[config.mk]
export PLATFORM = sky130hd
export DESIGN_NAME = tx_rdi_febe_obit_select
export DESIGN_NICKNAME = d
export VERILOG_FILES = /design/src/core/tx_alarm_pkg.sv /design/src/core/tx_rdi_febe_obit_select.sv
export SDC_FILE = /design/constraint.sdc
export NUM_CORES = 1
export LEC_CHECK = 0
export BUFFER_PORTS_ARGS = -buffer_cell sky130_fd_sc_hd__buf_4
export CORE_MARGIN = 4
export CORE_UTILIZATION = 52
export DETAILED_ROUTE_END_ITERATION = 10
export PLACE_DENSITY = 0.8
export SLEW_MARGIN = 40
export SYNTH_ARGS = -nofsm -noshare
export SYNTH_HDL_FRONTEND = slang
export SYNTH_SLANG_ARGS = --single-unit
[constraint.sdc]
create_clock -name clk_sys -period 2.7 [get_ports clk_sys]
set_input_delay 0.54 -clock clk_sys [delete_from_list [all_inputs] [get_ports clk_sys]]
set_output_delay 0.54 -clock clk_sys [all_outputs]
set_load 0.03 [all_outputs]
[src/core/tx_alarm_pkg.sv]
package tx_alarm_pkg;

  // ------------------------------------------------------------------
  // register map (byte addresses)
  // ------------------------------------------------------------------
  localparam logic [11:0] ADDR_TX_ALARM_CTRL = 12'h0c4;
  localparam logic [11:0] ADDR_AUX_CTRL = 12'h0c8;
  localparam logic [11:0] ADDR_G1_RAM = 12'h0cc;
  localparam logic [11:0] ADDR_STATUS = 12'h0d0;
  localparam logic [11:0] ADDR_OBIT_RAM_INDEX = 12'h049;
  localparam logic [11:0] ADDR_OBIT_RAM = {ADDR_OBIT_RAM_INDEX[9:0], 2'b00};

  // ------------------------------------------------------------------
  // transmit_alarm_control fields
  // ------------------------------------------------------------------
  localparam int CTRL_EXT_OBIT = 7;
  localparam int CTRL_FEBE9_PIN = 6;
  localparam int CTRL_PROC_RDI = 5;
  localparam int CTRL_FEBE_EN = 4;
  localparam int CTRL_ALARM_LEAD = 3;
  localparam logic [7:0] CTRL_WR_MASK = 8'hbf;
  localparam logic [7:0] CTRL_RESET = 8'h00;

  // ------------------------------------------------------------------
  // auxiliary control fields
  // ------------------------------------------------------------------
  localparam int AUX_EXT_G1 = 0;
  localparam int AUX_RING = 1;
  localparam int AUX_ALM_FEBE9 = 2;
  localparam int AUX_LABEL_AIS = 3;
  localparam int AUX_RDI_VALUE = 4;
  localparam int AUX_TUG3 = 5;
  localparam logic [7:0] AUX_RESET = 8'h00;

  // ------------------------------------------------------------------
  // g1 byte layout, status layout, other resets
  // ------------------------------------------------------------------
  localparam int G1_FEBE_HI = 7;
  localparam int G1_FEBE_LO = 4;
  localparam int G1_RDI = 3;
  localparam logic [3:0] FEBE_NINE = 4'h9;
  localparam logic [7:0] G1_RAM_RESET = 8'h00;
  localparam logic [1:0] OBIT_RESET = 2'h0;
  localparam int STAT_OBIT_LO = 8;
  localparam int STAT_FEBE9 = 10;
  localparam int STAT_LOCAL_RDI = 11;

  // ------------------------------------------------------------------
  // ahb-lite encodings
  // ------------------------------------------------------------------
  localparam logic [1:0] HTRANS_NONSEQ = 2'h2;
  localparam logic HRESP_OKAY = 1'h0;

endpackage : tx_alarm_pkg

[src/core/tx_rdi_febe_obit_select.sv]
`timescale 1ns/1ps
`default_nettype none

module tx_rdi_febe_obit_select
  import tx_alarm_pkg::*;
#(
  parameter int ADDR_W = 12
) (
  input wire logic clk_sys, // 10 MHz system clock
  input wire logic rst, // synchronous reset, active high
  input wire logic ce, // clock enable, freezes all state when low
  input wire logic hsel, // ahb slave select
  input wire logic [ADDR_W-1:0] haddr, // ahb byte address
  input wire logic [1:0] htrans, // ahb transfer type
  input wire logic hwrite, // ahb write
  input wire logic [2:0] hsize, // ahb size, word only
  input wire logic [31:0] hwdata, // ahb write data
  input wire logic hready, // ahb bus ready
  output logic hreadyout, // ahb slave ready
  output logic [31:0] hrdata, // ahb read data
  output logic hresp, // ahb response
  input wire logic [1:0] overhead_channel_input, // external O-bit pins
  input wire logic [7:0] ext_g1_in, // external overhead port G1 byte
  input wire logic ring_status_input, // ring status lead
  input wire logic path_alarm_input, // path alarm lead
  input wire logic ring_alarm_input, // ring alarm lead
  input wire logic ring_rdi_input, // external alarm indication port RDI
  input wire logic febe_nine_enable, // febe-nine enable lead
  input wire logic e1_ais, // AIS detected in received E1 byte
  input wire logic e1_majority_ones, // received E1 byte majority ones
  input wire logic tug3_path_ais, // TUG-3 path AIS alarm
  input wire logic loss_of_pointer, // loss of pointer alarm
  input wire logic drop_j1_loss, // drop bus loss of J1
  input wire logic drop_clock_loss, // drop bus loss of clock
  input wire logic payload_label_mismatch, // payload label mismatch
  input wire logic unequipped_label_alarm, // unequipped label alarm
  input wire logic [3:0] b3_febe_count, // normal B3 febe count
  output logic [7:0] tx_g1, // transmitted G1 byte
  output logic [1:0] tx_overhead_bits // transmitted O-bits
);

  // ------------------------------------------------------------------
  // pin synchronisers
  // ------------------------------------------------------------------
  localparam int PIN_W = 15;

  logic [PIN_W-1:0] pin_raw;
  logic [PIN_W-1:0] pin_s1;
  logic [PIN_W-1:0] pin_s2;
  logic [PIN_W-1:0] next_pin_s1;
  logic [PIN_W-1:0] next_pin_s2;

  assign pin_raw = {overhead_channel_input, ext_g1_in, ring_status_input,
                    path_alarm_input, ring_alarm_input, ring_rdi_input, febe_nine_enable};

  always_comb begin
    next_pin_s1 = pin_raw;
    next_pin_s2 = pin_s1;
  end

  always_ff @(posedge clk_sys) begin
    if (rst) begin
      pin_s1 <= '0;
      pin_s2 <= '0;
    end else if (ce) begin
      pin_s1 <= next_pin_s1;
      pin_s2 <= next_pin_s2;
    end
  end

  logic [1:0] ochan_s;
  logic [7:0] ext_g1_s;
  logic ring_status_s;
  logic path_alarm_s;
  logic ring_alarm_s;
  logic ring_rdi_s;
  logic febe9_pin_s;

  assign {ochan_s, ext_g1_s, ring_status_s, path_alarm_s, ring_alarm_s, ring_rdi_s,
          febe9_pin_s} = pin_s2;

  // ------------------------------------------------------------------
  // registers and ahb-lite slave
  // ------------------------------------------------------------------
  logic [7:0] ctrl;
  logic [7:0] aux;
  logic [7:0] g1_ram;
  logic [1:0] obit_ram;
  logic dp_valid;
  logic dp_write;
  logic [ADDR_W-1:0] dp_addr;
  logic [7:0] next_ctrl;
  logic [7:0] next_aux;
  logic [7:0] next_g1_ram;
  logic [1:0] next_obit_ram;
  logic next_dp_valid;
  logic next_dp_write;
  logic [ADDR_W-1:0] next_dp_addr;
  logic [31:0] next_hrdata;
  logic [31:0] status;
  logic addr_take;

  function automatic logic [31:0] read_word(input logic [ADDR_W-1:0] a,
                                            input logic [7:0] c, input logic [7:0] x,
                                            input logic [7:0] g, input logic [1:0] o,
                                            input logic pin, input logic [31:0] st);
    logic [7:0] cv;
    cv = c;
    cv[CTRL_FEBE9_PIN] = pin;
    if (a == ADDR_TX_ALARM_CTRL) begin
      read_word = {24'h00_0000, cv};
    end else if (a == ADDR_AUX_CTRL) begin
      read_word = {24'h00_0000, x};
    end else if (a == ADDR_G1_RAM) begin
      read_word = {24'h00_0000, g};
    end else if (a == ADDR_OBIT_RAM) begin
      read_word = {30'h0000_0000, o};
    end else if (a == ADDR_STATUS) begin
      read_word = st;
    end else begin
      read_word = 32'h0000_0000;
    end
  endfunction : read_word

  assign addr_take = hsel && hready && (htrans == HTRANS_NONSEQ);

  always_comb begin
    next_ctrl = ctrl;
    next_aux = aux;
    next_g1_ram = g1_ram;
    next_obit_ram = obit_ram;
    next_dp_valid = addr_take;
    next_dp_write = addr_take && hwrite;
    next_dp_addr = addr_take ? haddr : dp_addr;
    if (dp_valid && dp_write) begin
      if (dp_addr == ADDR_TX_ALARM_CTRL) begin
        next_ctrl = hwdata[7:0] & CTRL_WR_MASK;
      end else if (dp_addr == ADDR_AUX_CTRL) begin
        next_aux = hwdata[7:0];
      end else if (dp_addr == ADDR_G1_RAM) begin
        next_g1_ram = hwdata[7:0];
      end else if (dp_addr == ADDR_OBIT_RAM) begin
        next_obit_ram = hwdata[1:0];
      end
    end
    // read from next values so a read right after a write sees it
    next_hrdata = 32'h0000_0000;
    if (addr_take && !hwrite) begin
      next_hrdata = read_word(haddr, next_ctrl, next_aux, next_g1_ram, next_obit_ram,
                              febe9_pin_s, status);
    end
  end

  always_ff @(posedge clk_sys) begin
    if (rst) begin
      ctrl <= CTRL_RESET;
      aux <= AUX_RESET;
      g1_ram <= G1_RAM_RESET;
      obit_ram <= OBIT_RESET;
      dp_valid <= 1'b0;
      dp_write <= 1'b0;
      dp_addr <= '0;
      hrdata <= 32'h0000_0000;
      hreadyout <= 1'b1;
      hresp <= HRESP_OKAY;
    end else if (ce) begin
      ctrl <= next_ctrl;
      aux <= next_aux;
      g1_ram <= next_g1_ram;
      obit_ram <= next_obit_ram;
      dp_valid <= next_dp_valid;
      dp_write <= next_dp_write;
      dp_addr <= next_dp_addr;
      hrdata <= next_hrdata;
      hreadyout <= 1'b1;
      hresp <= HRESP_OKAY;
    end
  end

  // ------------------------------------------------------------------
  // febe nine, rdi and g1 / O-bit selection
  // ------------------------------------------------------------------
  logic ext_g1;
  logic alarm_src;
  logic febe9;
  logic local_rdi;
  logic rdi;
  logic [3:0] febe;
  logic [7:0] next_tx_g1;
  logic [1:0] next_tx_ob;

  always_comb begin
    ext_g1 = aux[AUX_EXT_G1];
    // alarm leads or E1 AIS drive alarm generation
    alarm_src = ctrl[CTRL_ALARM_LEAD] ? (ring_status_s | path_alarm_s) : e1_ais;
    febe9 = !ext_g1 && febe9_pin_s &&
            ((aux[AUX_ALM_FEBE9] && alarm_src) ||
             tug3_path_ais || loss_of_pointer ||
             ring_alarm_s);
    local_rdi = drop_j1_loss || drop_clock_loss ||
                (aux[AUX_TUG3] && (loss_of_pointer || tug3_path_ais)) ||
                (ctrl[CTRL_ALARM_LEAD] ? (ring_status_s | path_alarm_s)
                                       : e1_majority_ones) ||
                (aux[AUX_LABEL_AIS] && (payload_label_mismatch ||
                                        unequipped_label_alarm));
    if (ctrl[CTRL_PROC_RDI]) begin
      rdi = aux[AUX_RDI_VALUE];
    end else if (aux[AUX_RING]) begin
      rdi = ring_rdi_s;
    end else begin
      rdi = local_rdi;
    end
    if (febe9) begin
      febe = FEBE_NINE;
    end else if (ctrl[CTRL_FEBE_EN]) begin
      febe = b3_febe_count;
    end else begin
      febe = g1_ram[G1_FEBE_HI:G1_FEBE_LO];
    end
    if (ext_g1) begin
      next_tx_g1 = ext_g1_s;
    end else begin
      next_tx_g1 = {febe, rdi, g1_ram[G1_RDI-1:0]};
    end
    next_tx_ob = ctrl[CTRL_EXT_OBIT] ? ochan_s : obit_ram;
  end

  always_comb begin
    status = 32'h0000_0000;
    status[G1_FEBE_HI:0] = tx_g1;
    status[STAT_OBIT_LO+1:STAT_OBIT_LO] = tx_overhead_bits;
    status[STAT_FEBE9] = febe9;
    status[STAT_LOCAL_RDI] = local_rdi;
  end

  always_ff @(posedge clk_sys) begin
    if (rst) begin
      tx_g1 <= G1_RAM_RESET;
      tx_overhead_bits <= OBIT_RESET;
    end else if (ce) begin
      tx_g1 <= next_tx_g1;
      tx_overhead_bits <= next_tx_ob;
    end
  end

  logic local_mode;
  assign local_mode = !ext_g1 && !ctrl[CTRL_PROC_RDI] && !aux[AUX_RING];
endmodule : tx_rdi_febe_obit_select

`default_nettype wire
==> run_summary.xml <==
<?xml version="1.0" encoding="UTF-8"?>
<metrics>
  <group name="grt">
    <metric name="globalRouteMet2Util" unit="%">32.8</metric>
    <metric name="first_pass_grt_wire_length" unit="µm">16900</metric>
    <metric name="groute.layer.met3.usage" unit="%">4.31</metric>
    <metric name="grt_max_degree" unit="">92</metric>
    <metric name="number_of_antenna_violations_at_the_first_check_in_global_routing" unit="">0</metric>
    <metric name="track_usage" unit="%">21.0</metric>
    <metric name="vias_in_the_first_global_route" unit="">3451</metric>
    <metric name="grt.busiest_layer" unit="">met2</metric>
    <metric name="globalRoute.totalOverflow" unit="">0</metric>
    <metric name="fraction_of_met1_tracks_used_by_global_routing" unit="%">28.1</metric>
  </group>
  <group name="clock_network">
    <metric name="ctsHoldBuffers" unit="">0</metric>
    <metric name="ctsLongestPathBuffers" unit="">2</metric>
    <metric name="cts-root-buf" unit="">sky130_fd_sc_hd__clkbuf_8</metric>
    <metric name="clk_pin_slew" unit="ns">0.09</metric>
    <metric name="clock_sinks" unit="">91</metric>
    <metric name="post-cts-setup-buffers" unit="">0</metric>
    <metric name="tritoncts" unit="">yes</metric>
    <metric name="cts.htree.levels" unit="">3</metric>
    <metric name="cts_buffers" unit="">9</metric>
    <metric name="cts.repair.resized" unit="">0</metric>
    <metric name="clk-insertion-delay-late" unit="ns">0.36</metric>
  </group>
  <group name="placement">
    <metric name="place_congestion" unit="">0.845</metric>
    <metric name="port_buffers" unit="">76</metric>
    <metric name="place.detailed.hpwl" unit="µm">7730</metric>
  </group>
  <group name="die">
    <metric name="placeable_area" unit="mm²">0.00826</metric>
    <metric name="dieWidth" unit="µm">100</metric>
    <metric name="overall_die_area" unit="mm²">0.0101</metric>
    <metric name="design.portCount" unit="">126</metric>
    <metric name="starting_utilization_of_the_core_area" unit="%">53.7</metric>
    <metric name="row_count" unit="">33</metric>
    <metric name="fp.dieH" unit="µm">100</metric>
  </group>
  <group name="timing">
    <metric name="relSlewSlack" unit="%">50.9</metric>
    <metric name="drv_slew" unit="">0</metric>
    <metric name="timing.final.hold_violations" unit="">0</metric>
    <metric name="worst_hold_slack" unit="ns">0.405</metric>
    <metric name="rsz_0062_raised_after_global_routing" unit="">false</metric>
    <metric name="final_number_of_setup_violating_endpoints" unit="">0</metric>
    <metric name="timing.clock.skew" unit="ns">0.0109</metric>
    <metric name="period_share" unit="%">81.9</metric>
    <metric name="finalCriticalPeriod" unit="ns">2.21</metric>
    <metric name="setup-tns-final" unit="ns">0</metric>
    <metric name="max_clock_freq" unit="MHz">452</metric>
    <metric name="worstMarginPinSlew" unit="ns">0.727</metric>
  </group>
  <group name="yosys">
    <metric name="synth_sequential_area_ratio" unit="%">41.1</metric>
    <metric name="post_synth.cell_area_avg" unit="µm²">9.46</metric>
    <metric name="post_synth_num_cell_types" unit="">48</metric>
    <metric name="synth.mux.area_fraction" unit="%">21.3</metric>
    <metric name="ys_ff_latch" unit="">91</metric>
    <metric name="yosysWarningCount" unit="">0</metric>
    <metric name="postSynth.asyncResetShare" unit="%">0</metric>
    <metric name="post_synth_main_area_contributors" unit="">sky130_fd_sc_hd__dfxtp_1, sky130_fd_sc_hd__mux2i_1, sky130_fd_sc_hd__nor2_1</metric>
    <metric name="synthFlopType" unit="">sky130_fd_sc_hd__dfxtp_1</metric>
    <metric name="post_synth_instance_area" unit="mm²">0.00444</metric>
    <metric name="synth-simple-area-share" unit="%">18.5</metric>
    <metric name="synth.largest_area_cell" unit="">sky130_fd_sc_hd__dfxtp_1</metric>
    <metric name="combinational_family_with_the_most_area_after_synthesis" unit="">multiplexers</metric>
    <metric name="share_of_the_synthesized_area_in_compound_gates_ao_oa_aoi_oai" unit="%">12.6</metric>
    <metric name="syn_inst" unit="">469</metric>
    <metric name="synth-adder-area-share" unit="%">0</metric>
    <metric name="synth_top_cell_area_share" unit="%">41.1</metric>
    <metric name="synth_enable_flop_cells" unit="">0</metric>
    <metric name="synthXorXnorAreaFrac" unit="%">0</metric>
  </group>
  <group name="hold_path">
    <metric name="hold-path-cell-count" unit="">3</metric>
    <metric name="worstHoldPathType" unit="">in -&gt; reg</metric>
  </group>
  <group name="setup_path">
    <metric name="critPathCaptureType" unit="">flip-flop</metric>
    <metric name="cp.buffers_inverters" unit="">1</metric>
    <metric name="critPathKind" unit="">reg -&gt; reg</metric>
    <metric name="r2r_cells" unit="">6</metric>
    <metric name="worst-endpoint-arrival" unit="ns">2.46</metric>
    <metric name="critical_path.max_fanout" unit="">9</metric>
    <metric name="timing.critical_path.slowest_stage_cell" unit="">sky130_fd_sc_hd__or4bb_1</metric>
    <metric name="worst-path-stages" unit="">6</metric>
    <metric name="critical_path.top_delay_family" unit="">simple AND/OR/NAND/NOR gates</metric>
    <metric name="cp_cell_sequence" unit="">or4bb_1 -&gt; nor4_2 -&gt; buf_4 -&gt; mux2_2 -&gt; o22ai_1 -&gt; a21oi_1</metric>
    <metric name="timing.critical_path.slowest_cell_delay" unit="ns">0.60</metric>
    <metric name="crit_path_required_time" unit="ns">2.95</metric>
    <metric name="timing.critical_path.from_type" unit="">flip-flop</metric>
  </group>
  <group name="final_layout">
    <metric name="post_route_cells_drive_above_1_share" unit="%">22.4</metric>
    <metric name="fillCellCount" unit="">709</metric>
    <metric name="design.final.nets" unit="">621</metric>
    <metric name="regArea" unit="mm²">0.00182</metric>
    <metric name="antenna_cells" unit="">0</metric>
    <metric name="areaGrowthSynthToFinish" unit="%">17.1</metric>
    <metric name="area_occupied_by_multi_input_gates" unit="mm²">0.00241</metric>
  </group>
  <group name="pwr">
    <metric name="ir_worst_vdd" unit="µV">341</metric>
    <metric name="leakage" unit="nW">2.26</metric>
    <metric name="p_per_area" unit="mW/mm²">482</metric>
  </group>
  <group name="drt">
    <metric name="number_of_detailed_route_iterations_in_the_first_pass" unit="">4</metric>
    <metric name="drtIter0Drc" unit="">177</metric>
    <metric name="drt_drc_violations_left" unit="">0</metric>
    <metric name="via_per_inst" unit="">5.59</metric>
    <metric name="vias" unit="">3626</metric>
    <metric name="postRouteAntennaNets" unit="">0</metric>
    <metric name="postRouteWirelength" unit="µm">10600</metric>
    <metric name="wire_per_inst" unit="µm">16.3</metric>
  </group>
  <group name="run">
    <metric name="cap_violations" unit="">0</metric>
  </group>
  <group name="outcome">
    <metric name="result_of_the_run" unit="">finished clean</metric>
  </group>
</metrics>
-- area by class of cell --
cell class,count,share of cell area (%)
Clock buffer,9,2.38
Tap cell,105,2.53
Clock inverter,7,1.01
Inverter,4,0.289
Multi-Input combinational cell,348,46.4
Timing Repair Buffer,85,12.3
Sequential cell,91,35.1
-- worst reg2reg max path, cell delays in order, from the launching register on --
cell                      delay, ns
sky130_fd_sc_hd__dfxtp_1       0.36
sky130_fd_sc_hd__or4bb_1       0.60
sky130_fd_sc_hd__nor4_2        0.24
sky130_fd_sc_hd__buf_4         0.25
sky130_fd_sc_hd__mux2_2        0.37
sky130_fd_sc_hd__o22ai_1       0.18
sky130_fd_sc_hd__a21oi_1       0.09
-- power breakdown --
part,internal [W],total (W),leakage [nW],switching [W]
Sequential,0.00137,0.00139,0.739,0.0000206
Combinational,0.000110,0.000277,1.43,0.000167
Clock,0.000339,0.000837,0.0896,0.000498
-- registers in the layout, indices dropped and copies added, names as in the netlist --
| register | count |
|---|---|
| dp_write | 1 |
| tx_g1 | 8 |
| ctrl | 7 |
| dp_valid | 1 |
| next_pin_s2 | 15 |
| obit_ram | 2 |
| pin_s2 | 15 |
| hrdata | 12 |
| aux | 8 |
| dp_addr | 12 |
| g1_ram | 8 |
| tx_overhead_bits | 2 |
-- worst paths after layout --
path / startpoint / endpoint / slack, ns
max: dp_addr[7] / hrdata[1] / 0.49
min: path_alarm_input / next_pin_s2[3] / 0.41
max reg2reg: dp_addr[7] / hrdata[1] / 0.49
min reg2reg: dp_valid / dp_valid / 0.47
-- cell usage in the layout (no fill, tap or decap), types with 3 or more instances in the layout --
cell	instances
sky130_fd_sc_hd__clkinv_4	3
sky130_fd_sc_hd__clkbuf_8	9
sky130_fd_sc_hd__nand2b_1	3
sky130_fd_sc_hd__o22ai_1	4
sky130_fd_sc_hd__a21oi_1	14
sky130_fd_sc_hd__and3_1	3
sky130_fd_sc_hd__nor2b_1	6
sky130_fd_sc_hd__o221a_1	5
sky130_fd_sc_hd__dfxtp_1	91
sky130_fd_sc_hd__o21ai_0	4
sky130_fd_sc_hd__nand3_1	11
sky130_fd_sc_hd__mux2i_1	90
sky130_fd_sc_hd__a211oi_1	5
sky130_fd_sc_hd__nand2_1	19
sky130_fd_sc_hd__a211oi_2	5
sky130_fd_sc_hd__mux2_2	4
sky130_fd_sc_hd__inv_1	3
sky130_fd_sc_hd__buf_4	84
sky130_fd_sc_hd__conb_1	22
sky130_fd_sc_hd__a22oi_1	16
sky130_fd_sc_hd__a21o_1	5
sky130_fd_sc_hd__or4bb_1	3
sky130_fd_sc_hd__nor3_1	3
sky130_fd_sc_hd__nor4_2	4
sky130_fd_sc_hd__nor2_1	82
sky130_fd_sc_hd__nand4_1	6
sky130_fd_sc_hd__nor3b_1	7
-- metrics by stage --
step	instance area, µm²	cells	worst slack, ns	power [W]	utilization, %
2_1_floorplan	4510	489	0.678	0.00161	-
3_3_place_gp	5020	633	0.410	0.00169	60.8
3_5_place_dp	5020	633	0.407	0.00170	60.8
4_1_cts	5200	649	0.503	0.00252	62.9
5_1_grt	5200	649	0.383	0.00261	62.9
6_report	5200	649	0.488	0.00251	62.9
-- Yosys cell counts (2+ instances only) --
library cell and instances:
sky130_fd_sc_hd__a211oi_1 5, sky130_fd_sc_hd__a211oi_2 5, sky130_fd_sc_hd__a21o_1 5, sky130_fd_sc_hd__a21oi_1 14
sky130_fd_sc_hd__a22oi_1 16, sky130_fd_sc_hd__a41o_1 2, sky130_fd_sc_hd__and2_1 2, sky130_fd_sc_hd__and3_1 3
sky130_fd_sc_hd__buf_1 6, sky130_fd_sc_hd__buf_4 24, sky130_fd_sc_hd__clkbuf_1 15, sky130_fd_sc_hd__conb_1 2
sky130_fd_sc_hd__dfxtp_1 91, sky130_fd_sc_hd__inv_1 3, sky130_fd_sc_hd__mux2_2 4, sky130_fd_sc_hd__mux2i_1 90
sky130_fd_sc_hd__nand2_1 19, sky130_fd_sc_hd__nand2_2 2, sky130_fd_sc_hd__nand2b_1 3, sky130_fd_sc_hd__nand3_1 11
sky130_fd_sc_hd__nand4_1 6, sky130_fd_sc_hd__nor2_1 82, sky130_fd_sc_hd__nor2b_1 6, sky130_fd_sc_hd__nor3_1 3
sky130_fd_sc_hd__nor3b_1 7, sky130_fd_sc_hd__nor4_2 4, sky130_fd_sc_hd__nor4bb_1 2, sky130_fd_sc_hd__o211a_1 2
sky130_fd_sc_hd__o211ai_1 2, sky130_fd_sc_hd__o21ai_0 4, sky130_fd_sc_hd__o221a_1 5, sky130_fd_sc_hd__o22ai_1 4
sky130_fd_sc_hd__o2bb2ai_1 2, sky130_fd_sc_hd__or4_4 2, sky130_fd_sc_hd__or4bb_1 3
-- layer usage --
metal	vias up	share of wire (%)
met2	109	46
met1	1712	45
li1	1785	-
met5	-	0
met4	0	1.9
met3	20	6.2
-- logic make-up (layout without fill, tap and decap cells) --
group                  Yosys count  count (layout)
AO/OA/AOI/OAI                   72              72
buffers and inverters           50             105
flip-flops                      91              91
multiplexers                    94              94
other                            2              22
AND/OR/NAND/NOR                160             160
No activity file was read; power rests on OpenSTA's default activity.
